### config.mk
export PLATFORM = sky130hd
export DESIGN_NAME = queue_interrupt_routing
export DESIGN_NICKNAME = d
export VERILOG_FILES = /design/src/route_pkg.sv /design/src/route_steer.sv /design/src/pending_sync.sv /design/src/queue_interrupt_routing.sv
export SDC_FILE = /design/constraint.sdc
export NUM_CORES = 1
export LEC_CHECK = 0
export ABC_AREA = 1
export BUFFER_PORTS_ARGS = -buffer_cell sky130_fd_sc_hd__buf_2
export CAP_MARGIN = 15
export CORE_UTILIZATION = 25
export CTS_CLUSTER_DIAMETER = 60
export DETAILED_ROUTE_END_ITERATION = 10
export GPL_TIMING_DRIVEN = 0
export PLACE_DENSITY = 0.47
export SYNTH_ARGS = -nofsm -noshare
export SYNTH_HDL_FRONTEND = slang
export SYNTH_SLANG_ARGS = --single-unit
### constraint.sdc
create_clock -name clk_in -period 5 [get_ports clk_in]
set_input_delay 0.25 -clock clk_in [delete_from_list [all_inputs] [get_ports clk_in]]
set_output_delay 0.25 -clock clk_in [all_outputs]
set_load 0.01 [all_outputs]
### src/route_pkg.sv
`default_nettype none
package route_pkg;
  localparam int unsigned NUM_DEST = 8;
  localparam int unsigned NUM_TXQ = 16;
  localparam int unsigned NUM_LSC = 32;
  localparam int unsigned SEL_W = 4;
  localparam int unsigned ADDR_W = 12;

  // register byte offsets
  localparam logic [11:0] TX_ROUTE_LO_OFF = 12'h2d0;
  localparam logic [11:0] TX_ROUTE_HI_OFF = 12'h2d4;
  localparam logic [11:0] LS_ROUTE_0_OFF = 12'h2e0;
  localparam logic [11:0] LS_ROUTE_1_OFF = 12'h2e4;
  localparam logic [11:0] LS_ROUTE_2_OFF = 12'h2e8;
  localparam logic [11:0] LS_ROUTE_3_OFF = 12'h2ec;
  localparam logic [11:0] IRQ_STATUS_OFF = 12'h2f0;
  localparam logic [11:0] IRQ_MASK_OFF = 12'h2f4;
  localparam logic [11:0] DEST_STATE_OFF = 12'h2f8;

  // reset values
  localparam logic [31:0] ROUTE_RESET = 32'h0000_0000;
  localparam logic [7:0] STATUS_RESET = 8'h00;
  localparam logic [7:0] MASK_RESET = 8'h00;

  // selector field layout
  localparam int unsigned SEL_RSV_BIT = 3;
  localparam int unsigned LS_TIMEOUT_BIT = 4;
  localparam logic [31:0] UNMAPPED_READ = 32'h0000_0000;
endpackage : route_pkg
`default_nettype wire

### src/route_steer.sv
`default_nettype none
module route_steer #(
  parameter int unsigned NUM_SRC = 16,
  parameter int unsigned NUM_DEST = 8
) (
  // conditions and selectors
  input wire logic [NUM_SRC-1:0] pending_in,
  input wire logic [NUM_SRC*4-1:0] selector_in,
  // destinations
  output logic [NUM_DEST-1:0] dest_out
);
  // one-hot decode; reserved codes give no line
  function automatic logic [NUM_DEST-1:0] sel_decode(input logic [3:0] sel);
    logic [NUM_DEST-1:0] hot;
    hot = '0;
    if (!sel[route_pkg::SEL_RSV_BIT] && (int'(sel) < NUM_DEST)) begin
      hot[sel[2:0]] = 1'b1;
    end
    return hot;
  endfunction : sel_decode

  logic [NUM_DEST-1:0] contrib [NUM_SRC];

  genvar i;
  generate
    for (i = 0; i < NUM_SRC; i++) begin : g_src
      assign contrib[i] = pending_in[i] ? sel_decode(selector_in[i*4 +: 4]) : '0;
    end
  endgenerate

  always_comb begin
    dest_out = '0;
    for (int k = 0; k < NUM_SRC; k++) begin
      dest_out = dest_out | contrib[k];
    end
  end
endmodule : route_steer
`default_nettype wire

### src/pending_sync.sv
`default_nettype none
module pending_sync #(
  parameter int unsigned WIDTH = 16
) (
  // clock and reset
  input wire logic clk_in,
  input wire logic resetn_in,
  // asynchronous condition bits
  input wire logic [WIDTH-1:0] async_in,
  output logic [WIDTH-1:0] sync_out
);
  typedef struct packed {
    logic [WIDTH-1:0] first;
    logic [WIDTH-1:0] second;
  } sync_state_t;

  sync_state_t s_reg;
  sync_state_t s_next;

  always_comb begin
    s_next = s_reg;
    s_next.first = async_in;
    s_next.second = s_reg.first;
  end

  always_ff @(posedge clk_in) begin
    if (!resetn_in) begin
      s_reg <= '0;
    end else begin
      s_reg <= s_next;
    end
  end

  assign sync_out = s_reg.second;
endmodule : pending_sync
`default_nettype wire

### src/queue_interrupt_routing.sv
// Function
// - queue selector codes 0..7 pick destinations
// - pending condition drives its selected destination
// - selectors read/write, reset to zero
// - queues 0-7 low register, 8-15 high
// - four load/store routing registers, same format
// - load/store bit 4 routed by selector 4
//
// The address-and-strobe port was chosen for this implementation.
`default_nettype none
module queue_interrupt_routing #(
  parameter int unsigned NUM_TXQ = route_pkg::NUM_TXQ,
  parameter int unsigned NUM_LSC = route_pkg::NUM_LSC,
  parameter int unsigned NUM_DEST = route_pkg::NUM_DEST
) (
  // clock and reset
  input wire logic clk_in,
  input wire logic resetn_in,
  // register port
  input wire logic [route_pkg::ADDR_W-1:0] addr_in,
  input wire logic [31:0] wdata_in,
  input wire logic write_in,
  input wire logic read_in,
  output logic [31:0] rdata_out,
  // condition status bits from the status registers
  input wire logic [NUM_TXQ-1:0] tx_pending_in,
  input wire logic [NUM_LSC-1:0] ls_pending_in,
  // destination lines and summary interrupt
  output logic [NUM_DEST-1:0] interrupt_destination_out,
  output logic irq_out
);
  typedef struct packed {
    logic [31:0] tx_lo;
    logic [31:0] tx_hi;
    logic [31:0] ls0;
    logic [31:0] ls1;
    logic [31:0] ls2;
    logic [31:0] ls3;
    logic [NUM_DEST-1:0] dest;
    logic [NUM_DEST-1:0] dest_prev;
    logic [NUM_DEST-1:0] status;
    logic [NUM_DEST-1:0] mask;
    logic [31:0] rdata;
  } state_t;

  state_t s_reg;
  state_t s_next;

  logic [NUM_TXQ-1:0] tx_sync;
  logic [NUM_LSC-1:0] ls_sync;
  logic [NUM_DEST-1:0] tx_dest;
  logic [NUM_DEST-1:0] ls_dest;
  logic [NUM_DEST-1:0] rise;
  // per-destination terms
  logic [NUM_DEST-1:0] active;
  logic [NUM_DEST-1:0] kept;
  logic [NUM_DEST-1:0] req;

  // slots of the register port; REG_NONE covers every unmapped address
  typedef enum logic [3:0] {
    REG_TX_LO,
    REG_TX_HI,
    REG_LS_0,
    REG_LS_1,
    REG_LS_2,
    REG_LS_3,
    REG_STATUS,
    REG_MASK,
    REG_DEST,
    REG_NONE
  } reg_sel_t;

  // decoded strobes
  reg_sel_t wr_sel;
  reg_sel_t rd_sel;
  logic status_clear;

  // selector buses in field order, lowest source in the lowest nibble
  logic [NUM_TXQ*route_pkg::SEL_W-1:0] tx_sel_bus;
  logic [NUM_LSC*route_pkg::SEL_W-1:0] ls_sel_bus;

  // one decoder serves both strobes so they cannot disagree on the map
  function automatic reg_sel_t decode_addr(input logic [route_pkg::ADDR_W-1:0] a);
    reg_sel_t sel;
    sel = REG_NONE;
    case (a)
      route_pkg::TX_ROUTE_LO_OFF: begin
        sel = REG_TX_LO;
      end

      route_pkg::TX_ROUTE_HI_OFF: begin
        sel = REG_TX_HI;
      end

      route_pkg::LS_ROUTE_0_OFF: begin
        sel = REG_LS_0;
      end

      route_pkg::LS_ROUTE_1_OFF: begin
        sel = REG_LS_1;
      end

      route_pkg::LS_ROUTE_2_OFF: begin
        sel = REG_LS_2;
      end

      route_pkg::LS_ROUTE_3_OFF: begin
        sel = REG_LS_3;
      end

      route_pkg::IRQ_STATUS_OFF: begin
        sel = REG_STATUS;
      end

      route_pkg::IRQ_MASK_OFF: begin
        sel = REG_MASK;
      end

      route_pkg::DEST_STATE_OFF: begin
        sel = REG_DEST;
      end

      default: begin
        sel = REG_NONE;
      end
    endcase
    return sel;
  endfunction : decode_addr

  // destination-wide fields read back zero-extended
  function automatic logic [31:0] widen(input logic [NUM_DEST-1:0] v);
    logic [31:0] w;
    w = '0;
    w[NUM_DEST-1:0] = v;
    return w;
  endfunction : widen

  // routing words are stored whole, so reserved codes read back as written
  function automatic logic [31:0] slot_word(input reg_sel_t sel, input state_t s);
    logic [31:0] w;
    w = route_pkg::UNMAPPED_READ;
    case (sel)
      REG_TX_LO: begin
        w = s.tx_lo;
      end

      REG_TX_HI: begin
        w = s.tx_hi;
      end

      REG_LS_0: begin
        w = s.ls0;
      end

      REG_LS_1: begin
        w = s.ls1;
      end

      REG_LS_2: begin
        w = s.ls2;
      end

      REG_LS_3: begin
        w = s.ls3;
      end

      default: begin
        w = route_pkg::UNMAPPED_READ;
      end
    endcase
    return w;
  endfunction : slot_word

  // a strobe without a mapped address decodes to REG_NONE
  always_comb begin
    wr_sel = REG_NONE;
    if (write_in) begin
      wr_sel = decode_addr(addr_in);
    end
  end

  // the status clear rides on the read decode
  always_comb begin
    rd_sel = REG_NONE;
    if (read_in) begin
      rd_sel = decode_addr(addr_in);
    end
  end

  assign status_clear = (rd_sel == REG_STATUS);
  assign tx_sel_bus = {s_reg.tx_hi, s_reg.tx_lo};
  assign ls_sel_bus = {s_reg.ls3, s_reg.ls2, s_reg.ls1, s_reg.ls0};

  // status bits arrive from another block; synchronised for safety
  pending_sync #(
    .WIDTH(NUM_TXQ)
  ) u_tx_sync (
    .clk_in(clk_in),
    .resetn_in(resetn_in),
    .async_in(tx_pending_in),
    .sync_out(tx_sync)
  );

  pending_sync #(
    .WIDTH(NUM_LSC)
  ) u_ls_sync (
    .clk_in(clk_in),
    .resetn_in(resetn_in),
    .async_in(ls_pending_in),
    .sync_out(ls_sync)
  );

  route_steer #(
    .NUM_SRC(NUM_TXQ),
    .NUM_DEST(NUM_DEST)
  ) u_tx_steer (
    .pending_in(tx_sync),
    .selector_in(tx_sel_bus),
    .dest_out(tx_dest)
  );

  route_steer #(
    .NUM_SRC(NUM_LSC),
    .NUM_DEST(NUM_DEST)
  ) u_ls_steer (
    .pending_in(ls_sync),
    .selector_in(ls_sel_bus),
    .dest_out(ls_dest)
  );

  // per-line event and summary terms
  genvar d;
  generate
    for (d = 0; d < NUM_DEST; d++) begin : g_dest
      // both groups may name the same line
      assign req[d] = tx_dest[d] | ls_dest[d];
      // a line that comes up marks its status bit
      assign rise[d] = s_reg.dest[d] & ~s_reg.dest_prev[d];
      // a read clears, but an edge in the same cycle survives
      assign kept[d] = (s_reg.status[d] & ~status_clear) | rise[d];
      assign active[d] = s_reg.status[d] & s_reg.mask[d];
    end
  endgenerate

  always_comb begin
    s_next = s_reg;
    s_next.dest = req;
    s_next.dest_prev = s_reg.dest;
    // read data stands one cycle, then falls back to zero
    s_next.rdata = route_pkg::UNMAPPED_READ;

    // write side
    unique case (wr_sel)
      REG_TX_LO: begin
        s_next.tx_lo = wdata_in;
      end

      REG_TX_HI: begin
        s_next.tx_hi = wdata_in;
      end

      REG_LS_0: begin
        s_next.ls0 = wdata_in;
      end

      REG_LS_1: begin
        s_next.ls1 = wdata_in;
      end

      REG_LS_2: begin
        s_next.ls2 = wdata_in;
      end

      REG_LS_3: begin
        s_next.ls3 = wdata_in;
      end

      REG_MASK: begin
        s_next.mask = wdata_in[NUM_DEST-1:0];
      end

      default: begin
        s_next.mask = s_reg.mask;
      end
    endcase

    // read side
    unique case (rd_sel)
      REG_TX_LO,
      REG_TX_HI,
      REG_LS_0,
      REG_LS_1,
      REG_LS_2,
      REG_LS_3: begin
        s_next.rdata = slot_word(rd_sel, s_reg);
      end

      REG_STATUS: begin
        s_next.rdata = widen(s_reg.status);
      end

      REG_MASK: begin
        s_next.rdata = widen(s_reg.mask);
      end

      REG_DEST: begin
        s_next.rdata = widen(s_reg.dest);
      end

      default: begin
        // unmapped reads return zero
        s_next.rdata = route_pkg::UNMAPPED_READ;
      end
    endcase
    s_next.status = kept;
  end

  always_ff @(posedge clk_in) begin
    if (!resetn_in) begin
      // selectors come up as code 0, so every condition lands on line 0
      s_reg.tx_lo <= route_pkg::ROUTE_RESET;
      s_reg.tx_hi <= route_pkg::ROUTE_RESET;
      s_reg.ls0 <= route_pkg::ROUTE_RESET;
      s_reg.ls1 <= route_pkg::ROUTE_RESET;
      s_reg.ls2 <= route_pkg::ROUTE_RESET;
      s_reg.ls3 <= route_pkg::ROUTE_RESET;
      s_reg.dest <= '0;
      s_reg.dest_prev <= '0;
      s_reg.status <= route_pkg::STATUS_RESET;
      s_reg.mask <= route_pkg::MASK_RESET;
      s_reg.rdata <= route_pkg::UNMAPPED_READ;
    end else begin
      s_reg <= s_next;
    end
  end

  assign rdata_out = s_reg.rdata;
  assign interrupt_destination_out = s_reg.dest;
  // level output: high while any unmasked status bit stands
  assign irq_out = |active;
endmodule : queue_interrupt_routing
`default_nettype wire

# --- Word level (Yosys, flattened, before mapping) ---
# Cells that the tools add are included.
totals:
  ff_bits: 352
  latchBits: 0
  ram_bits: 0
  romBits: 0
  inputBits: 96
  memories: 0
classes:
  n_addsub: 0
  n_mul: 0
  div: 0
  n_lt_le_gt_ge: 144
  eq_ne: 23
  shifts: 0
  mux: 197
  bitwise: 95
  reduce_logical: 148
ops:
  columns: ["cell", "n"]
  rows:
  - ["$mux W8", 96]
  - ["$or A8 B8 Y8", 46]
  - ["$lt A3 B4 Y1 const B", 48]
  - ["$lt A4 B4 Y1 const B", 48]
  - ["$pmux W32 S6", 1]
  - ["$demux W1 S3", 48]
  - ["$ge A3 B1 Y1 const B", 48]
  - ["$pmux W32 S4", 1]
  - ["$eq A12 B10 Y1 const B", 9]
  - ["$logic_and A1 B1 Y1", 96]
  - ["$logic_not A1 Y1", 48]
  - ["$mux W1", 48]
  - ["$pmux W4 S9", 1]
  - ["$eq A4 B3 Y1 const B", 7]
  - ["$and A1 B1 Y1", 24]
  - ["$eq A4 B2 Y1 const B", 4]
  - ["$or A1 B1 Y1", 16]
  - ["$not A1 Y1", 9]
  - ["$eq A4 B1 Y1 const B", 2]
  - ["$logic_not A4 Y1", 2]
  - ["$mux W4", 2]
  - ["$reduce_or A8 Y1", 1]
  - ["$reduce_or A6 Y1", 1]
  - ["$eq A4 B4 Y1 const B", 1]

# --- Depth between registers and ports, before layout ---
# Gate-level depths: netlist of run 1.
depth:
  word_depth: 38
  depth_mapped: 17
  depth_no_buf: 16

# --- Modules after synthesis ---
# A second synthesis of run 1 with hierarchy kept.
unflattened:
  cells_unflattened: 3028
  hier_area_um2: 18983.2
modules_own_cells:
  columns: ["mod", "n_inst", "cells_per_inst", "area_per_inst_um2", "seq_area_each_um2"]
  rows:
  - ["queue_interrupt_routing", 1, 1461, 10895.4, 5124.9]
  - ["route_steer (u_ls_steer)", 1, 824, 3564.7, 0.0]
  - ["pending_sync (u_ls_sync)", 1, 199, 1840.5, 1281.2]
  - ["route_steer (u_tx_steer)", 1, 445, 1767.9, 0.0]
  - ["pending_sync (u_tx_sync)", 1, 99, 914.6, 640.6]

# --- Worst setup path before layout of run 1 ---
# Ideal clock, no wire load.
synth_timing:
  path_type: "input -> register"
  from: "in addr_in[0] (netlist name)"
  to: "reg s_reg (netlist bit rdata_out[0])"
  arrival_time_ps: 1694
  required_time_ps: 4891
  path_slack_ps: 3197
  cell_stages: 16
  path_buffers: 2
  path_cell_list: "inv_1 > nand2_1 > nor2_1 > nand3_2 > nand3_4 > nand2_4 > nand3_4 > nor2_4 > buf_4 > buf_4 > nand3_1 > nand2_1 > nor2_1 > nand3_1 > nand2_1 > inv_1"
synth_between:
  elab_chain_len: 6
  word_cells_on_any_way: 23
  classes_between: "17 x eq/ne; 4 x mux; 2 x reduce/logical"
synth_lines:
  columns: ["item", "line", "rtl"]
  rows:
  - ["from (decl)", "queue_interrupt_routing.sv:20", "input wire logic [route_pkg::ADDR_W-1:0] addr_in,"]
  - ["$eq A12 B10 Y1", "queue_interrupt_routing.sv:86", "case (a)"]
  - ["$pmux W4 S9 *", "queue_interrupt_routing.sv:86", null]
  - ["$mux W4 *", "queue_interrupt_routing.sv:185", "if (read_in) begin"]
  - ["$eq A4 B3 Y1, or another cell as far along", "queue_interrupt_routing.sv:142, queue_interrupt_routing.sv:288", null]
  - ["$pmux W32 S6 / $reduce_or A6 Y1 (equally long branches)", "queue_interrupt_routing.sv:142, queue_interrupt_routing.sv:288", null]
  - ["$pmux W32 S4 *", "queue_interrupt_routing.sv:288", "unique case (rd_sel)"]
  - ["to (signal assigned)", "queue_interrupt_routing.sv:333", "s_reg <= s_next;"]
  - ["to (decl)", "queue_interrupt_routing.sv:46", "state_t s_reg;"]
# Every way passes the cells marked *; elsewhere a longest branch is shown, timed or not.
# A chain may end at the register's enable or synchronous reset.

# --- Final worst setup path of run 1 ---
layout_timing:
  from: "in resetn_in"
  to: "reg s_reg (netlist bit interrupt_destination_out[6])"
layout_lines:
  columns: ["item", "line", "rtl"]
  rows:
  - ["from (decl)", "queue_interrupt_routing.sv:18", "input wire logic resetn_in,"]
# No word-level cell between the ends.

==> results.toml, run 1 <==
[placed_design]
io_buffers = 135
post-dp-hpwl_mm = 67.3
gp_congestion = 0.971

[worst_setup_path]
worst-path-buf-inv = 4
cpMostUsedCell = "clkbuf_1"
path_cells = "clkbuf_1 > clkbuf_1 > clkbuf_1 > o21ai_0 > inv_1"
critical-path-top-delay-family = "buffers and inverters"
crit_path_start_kind = "primary input"
slowest_stage = "clkbuf_1"
cp.required_ps = 5520
arrival_ps = 3130
max_stage_delay_ps = 860
endpoint_kind = "register"
path_class = "in2reg"
critPathMaxFanout = 10

[yosys]
yosys_warnings = 0
synth_top_area_share_pct = 42.1
yosysTopAreaCell = "dfxtp_1"
synth_area_leaders = "dfxtp_1, nand2_1, inv_1, o22ai_1, o21ai_0"
synthesis.nets = 2526
synth_cells = 2430
synthFlopType = "dfxtp_1"
syn_area_mm2 = 0.0167
ys_seq_area_share_pct = 42.1
synth.avg_cell_area_um2 = 6.89
async_flop_share_pct = 0
synth-edff-count = 0
post-synth-top-count-cell = "nand2_1"
yosys-top-cells-count = "nand2_1, inv_1, dfxtp_1"
ys_types = 33
synth-seq-cells = 352

[die]
pin_count = 137
num_rows = 94
die_h_um = 261
core_mm2 = 0.0660
fp.dieW_um = 261
initial_core_util_pct = 25.4
dieArea_mm2 = 0.0680

[cells_and_area]
layout.nets = 2758
fin_util_pct = 31.3
area_delta_synth_final_pct = 23.3
largest_register_ffs = 128
drive_gt1_share_pct = 11.9

[clock_network]
numCtsBuffers = 47
root_buffer = "clkbuf_16"
clk_pin_slew_ps = 60
h-tree-depth = 2
worstSkewPairLatency_ps = 600
cts_sinks = 352
tritoncts = "done"
max-clock-path-buffers = 3
post_cts_resized = 0

[timing]
rsz0062_at_grt = "false"
relSlewSlack_pct = 28.8
tns_ps = 0
fmax_mhz = 382
timing.final.crit_share_pct = 52.3
finClkSkew_ps = 17.3
fin_crit_ps = 2610
final_hold_viol_count = 0
setup_viol = 0
tightest_slew_ps = 1070
drv_slew = 0

[global_routing]
antenna_found_initial = 1
grt_max_degree = 14
overflow = 0
grt_pass1_wl_mm = 115
grt_util_all_layers_pct = 23.8
grt_pass1_vias = 16500

[route]
via_per_inst = 5.00
dr.pass1.iters = 9
drc = 12
first_iter_violations = 1948
wl_mm = 82.2
wl_per_cell_um = 23.1
final_antenna_net_count = 0
vias = 17800

[pwr]
leakage_uw = 0.00865
powerDensity_mw_per_mm2 = 328
ir_worst_vdd_mv = 0.223

[min_path]
min_path_type = "in2reg"

[run_status]
violations = "DRC"
status = "complete, but fails checks"

[flow_run]
drv_cap = 0
==> through the flow <==
step                area, µm²  total power [µW]  setup slack [ps]  hold WS, ps  std cells
finish                  20600              6780              2390         64.7       3562
global route            20600              7010              2150         63.9       3561
CTS                     20600              6870              2280         39.6       3561
detailed placement      18500              3190              1650          397       3429
global placement        18500              3190              1660          395       3429
floorplan               16700              3040              3200          348       2430
==> area by class of cell <==
class / instances / area, µm²
fillers: 7196 / 45300
multi-input cells: 1527 / 7430
flip-flops and latches: 352 / 7050
inverters: 412 / 1550
clock buffers: 56 / 1280
repair buffers: 183 / 1160
well taps: 864 / 1080
plain buffers: 139 / 721
clock inverters: 28 / 383
diodes: 1 / 2.50
==> worst register-to-register path: cells and delay by family (launching register included) <==
| family | cells | cell delay (ps) |
|---|---|---|
| and+or+nand+nor | 8 | 2040 |
| buffers and inverters | 1 | 60 |
| DFF | 1 | 350 |
==> layer usage <==
metal | up-vias | part of all wire (%) | track usage [%]
met1 | 8464 | 46 | 33.2
met5 | - | 0 | 0
met3 | 143 | 6.3 | 3.39
met2 | 713 | 43 | 35.9
li1 | 8494 | - | -
met4 | 0 | 4.5 | 10.8
==> timing repair <==
action / CTS / global route
hold buffers: 48 / 0
buffers inserted: 0 / 0
endpoints found under the setup margin: 0 / 0
hold endpoints to repair: 48 / 0
==> report_power, final <==
| group | total (µW) | internal, µW | switching (µW) |
|---|---|---|---|
| combinational | 301 | 96.7 | 205 |
| clock | 3620 | 2210 | 1400 |
| sequential | 2860 | 2840 | 13.7 |
| total | 6780 | 5150 | 1620 |
==> worst paths after layout <==
| kind | cells after the start | endpoint | slack, ps | start |
|---|---|---|---|---|
| hold reg to reg | 2 | u_tx_sync.sync_out[9]$_SDFF_PN0_ | 410 | u_tx_sync.s_next[9]$_SDFF_PN0_ |
| setup / recovery | 5 | interrupt_destination_out[6]$_SDFF_PN0_ | 2390 | resetn_in |
| setup reg to reg | 9 | interrupt_destination_out[1]$_SDFF_PN0_ | 2440 | ls_sel_bus[123]$_SDFFE_PN0N_ |
| hold / removal | 3 | ls_sel_bus[123]$_SDFFE_PN0N_ | 60 | wdata_in[27] |
==> logic make-up after synthesis <==
family	synth area share (%)
and+or+nand+nor	22.1
AOI/OAI and AO/OA	22.2
buffers and inverters	13.5
DFF	42.1
==> layout by cell type (no fill, tap or decap), drive strengths merged <==
master,n
a21oi,224
a221oi,2
a22o,2
and2,6
buf,205
bufinv,7
clkbuf,125
clkinv,10
clkinvlp,3
dfxtp,352
diode,1
dlygate4sd3,48
inv,420
nand2,476
nand3,117
nand3b,2
nand4,28
nor2,131
nor3,29
nor4,41
o21ai,263
o22ai,195
o31ai,4
or2,7
(Power assumes the default switching activity.)
==> inputs of run 2 (changes only) <==
Clock period 5 ns to 2.5 ns, I/O delays scaled along.
==> results.toml, run 2 (synthesis gave the netlist of run 1 again) <==
[run_status]
status = "complete, but fails checks"
violations = "DRC"

[global_routing]
grt_util_all_layers_pct = 23.8
grt_max_degree = 14
antenna_found_initial = 1
grt_pass1_wl_mm = 115
overflow = 0
grt_pass1_vias = 16600

[worst_setup_path]
slowest_stage = "a21oi_1"
endpoint_kind = "register"
worst-path-buf-inv = 4
path_class = "in2reg"
max_stage_delay_ps = 390
arrival_ps = 2810
path_cells = "buf_2 > inv_1 > nand2_1 > nor2_1 > nand3_2 > nand2_1 > inv_2 > nor2_4 > nand2_1 > nand3_1 > nand2_1 > buf_2 > a21oi_1"
critPathMaxFanout = 10
crit_path_start_kind = "primary input"
cpMostUsedCell = "nand2_1"
cp.required_ps = 2940
critical-path-top-delay-family = "simple AND/OR/NAND/NOR gates"

[pwr]
powerDensity_mw_per_mm2 = 650
ir_worst_vdd_mv = 0.445
fin_total_pwr_uw = 13600
leakage_uw = 0.00874

[clock_network]
cts_sinks = 352
tritoncts = "done"
root_buffer = "clkbuf_16"
cts_setup_buffers = 0
numCtsBuffers = 47
worstSkewPairLatency_ps = 600
max-clock-path-buffers = 3
clk_pin_slew_ps = 60
h-tree-depth = 2

[die]
dieArea_mm2 = 0.0680
initial_core_util_pct = 25.4
core_mm2 = 0.0660
die_h_um = 261
num_rows = 94
fp.dieW_um = 261
pin_count = 137

[route]
vias = 17800
dr.pass1.iters = 8
wl_per_cell_um = 22.9
wl_met2_mm = 35.2
wl_met1_mm = 38.3
drc = 12
first_iter_violations = 1868
routed.top_layer = "met4"
final_antenna_net_count = 0
via_per_inst = 4.97
dr_wl_met3_mm = 4.99
wl_mm = 82.2

[placed_design]
gp_congestion = 0.971
io_buffers = 135
post-dp-hpwl_mm = 67.3

[cells_and_area]
fin_util_pct = 31.6
drive_gt1_share_pct = 12.0
final_cell_mix = "nand2_1, inv_1, dfxtp_1"
layout_commonest_cell = "nand2_1"
fillers = 7169
area_delta_synth_final_pct = 24.7
largest_register_ffs = 128
layout.nets = 2780

[timing]
fmax_mhz = 422
timing.final.crit_share_pct = 94.8
relSlewSlack_pct = 34.0
setup_viol = 0
finClkSkew_ps = 15.4
tightest_slew_ps = 985
rsz0062_at_grt = "false"
drv_slew = 0
final_hold_viol_count = 0
fin_crit_ps = 2370

[min_path]
min_path_type = "in2reg"

[flow_run]
drv_cap = 0
## run 2: cell type report
cell class	count	area [µm²]	area share, %
Tap cell	864	1080	5.18
Clock inverter	28	383	1.83
Sequential cell	352	7050	33.8
Inverter	412	1550	7.41
Clock buffer	56	1280	6.14
Antenna cell	1	2.50	0.0120
Buffer	139	722	3.46
Timing Repair Buffer	205	1380	6.59
Multi-Input combinational cell	1527	7440	35.6
## run 2: power by group
group	total [µW]	internal (µW)	leakage (µW)	switching [µW]
sequential	5710	5690	0.00286	27.6
combinational	628	216	0.00507	413
clock	7240	4430	0.000814	2810
## run 2: layer usage
layer  up-vias  global-route usage, %
met2       696                   36.0
met5         -                      0
met4         0                   10.8
li1       8548                      -
met3       143                   3.39
met1      8426                   33.2
## run 2: path summary, 6_finish.rpt
| kind | start | endpoint | slack [ps] | cells past startpoint |
|---|---|---|---|---|
| max | addr_in[4] | rdata_out[13]$_SDFF_PN0_ | 130 | 13 |
| min | wdata_in[2] | s_reg[194]$_SDFFE_PN0N_ | 20 | 3 |
| max reg2reg | u_ls_sync.sync_out[16]$_SDFF_PN0_ | interrupt_destination_out[7]$_SDFF_PN0_ | 150 | 8 |
| min reg2reg | u_tx_sync.s_next[2]$_SDFF_PN0_ | u_tx_sync.sync_out[2]$_SDFF_PN0_ | 410 | 2 |
## run 2: tightest hold or removal path, cell delays in order
cell     delay, ps
buf_2           70
inv_1          190
a21oi_1        180
## run 2: timing repair
| item | CTS | global route |
|---|---|---|
| endpoints found under the setup margin | 1 | 2 |
| hold endpoints to repair | 157 | 0 |
| gates resized for setup | 1 | 2 |
| pin swaps | 0 | 0 |
| hold buffers | 70 | 0 |
| gates cloned | 0 | 0 |
## run 2: metrics by stage
stage	cells	hold slack (ps)	setup WS, ps	TNS [ps]	area, µm²
floorplan	2430	223	822	0	16700
global placement	3429	305	-715	-10810	18500
detailed placement	3429	309	-721	-13870	18500
CTS	3583	5.03	38.1	0	20900
global route	3583	22.1	30.6	0	20900
finish	3584	21.9	130	0	20900
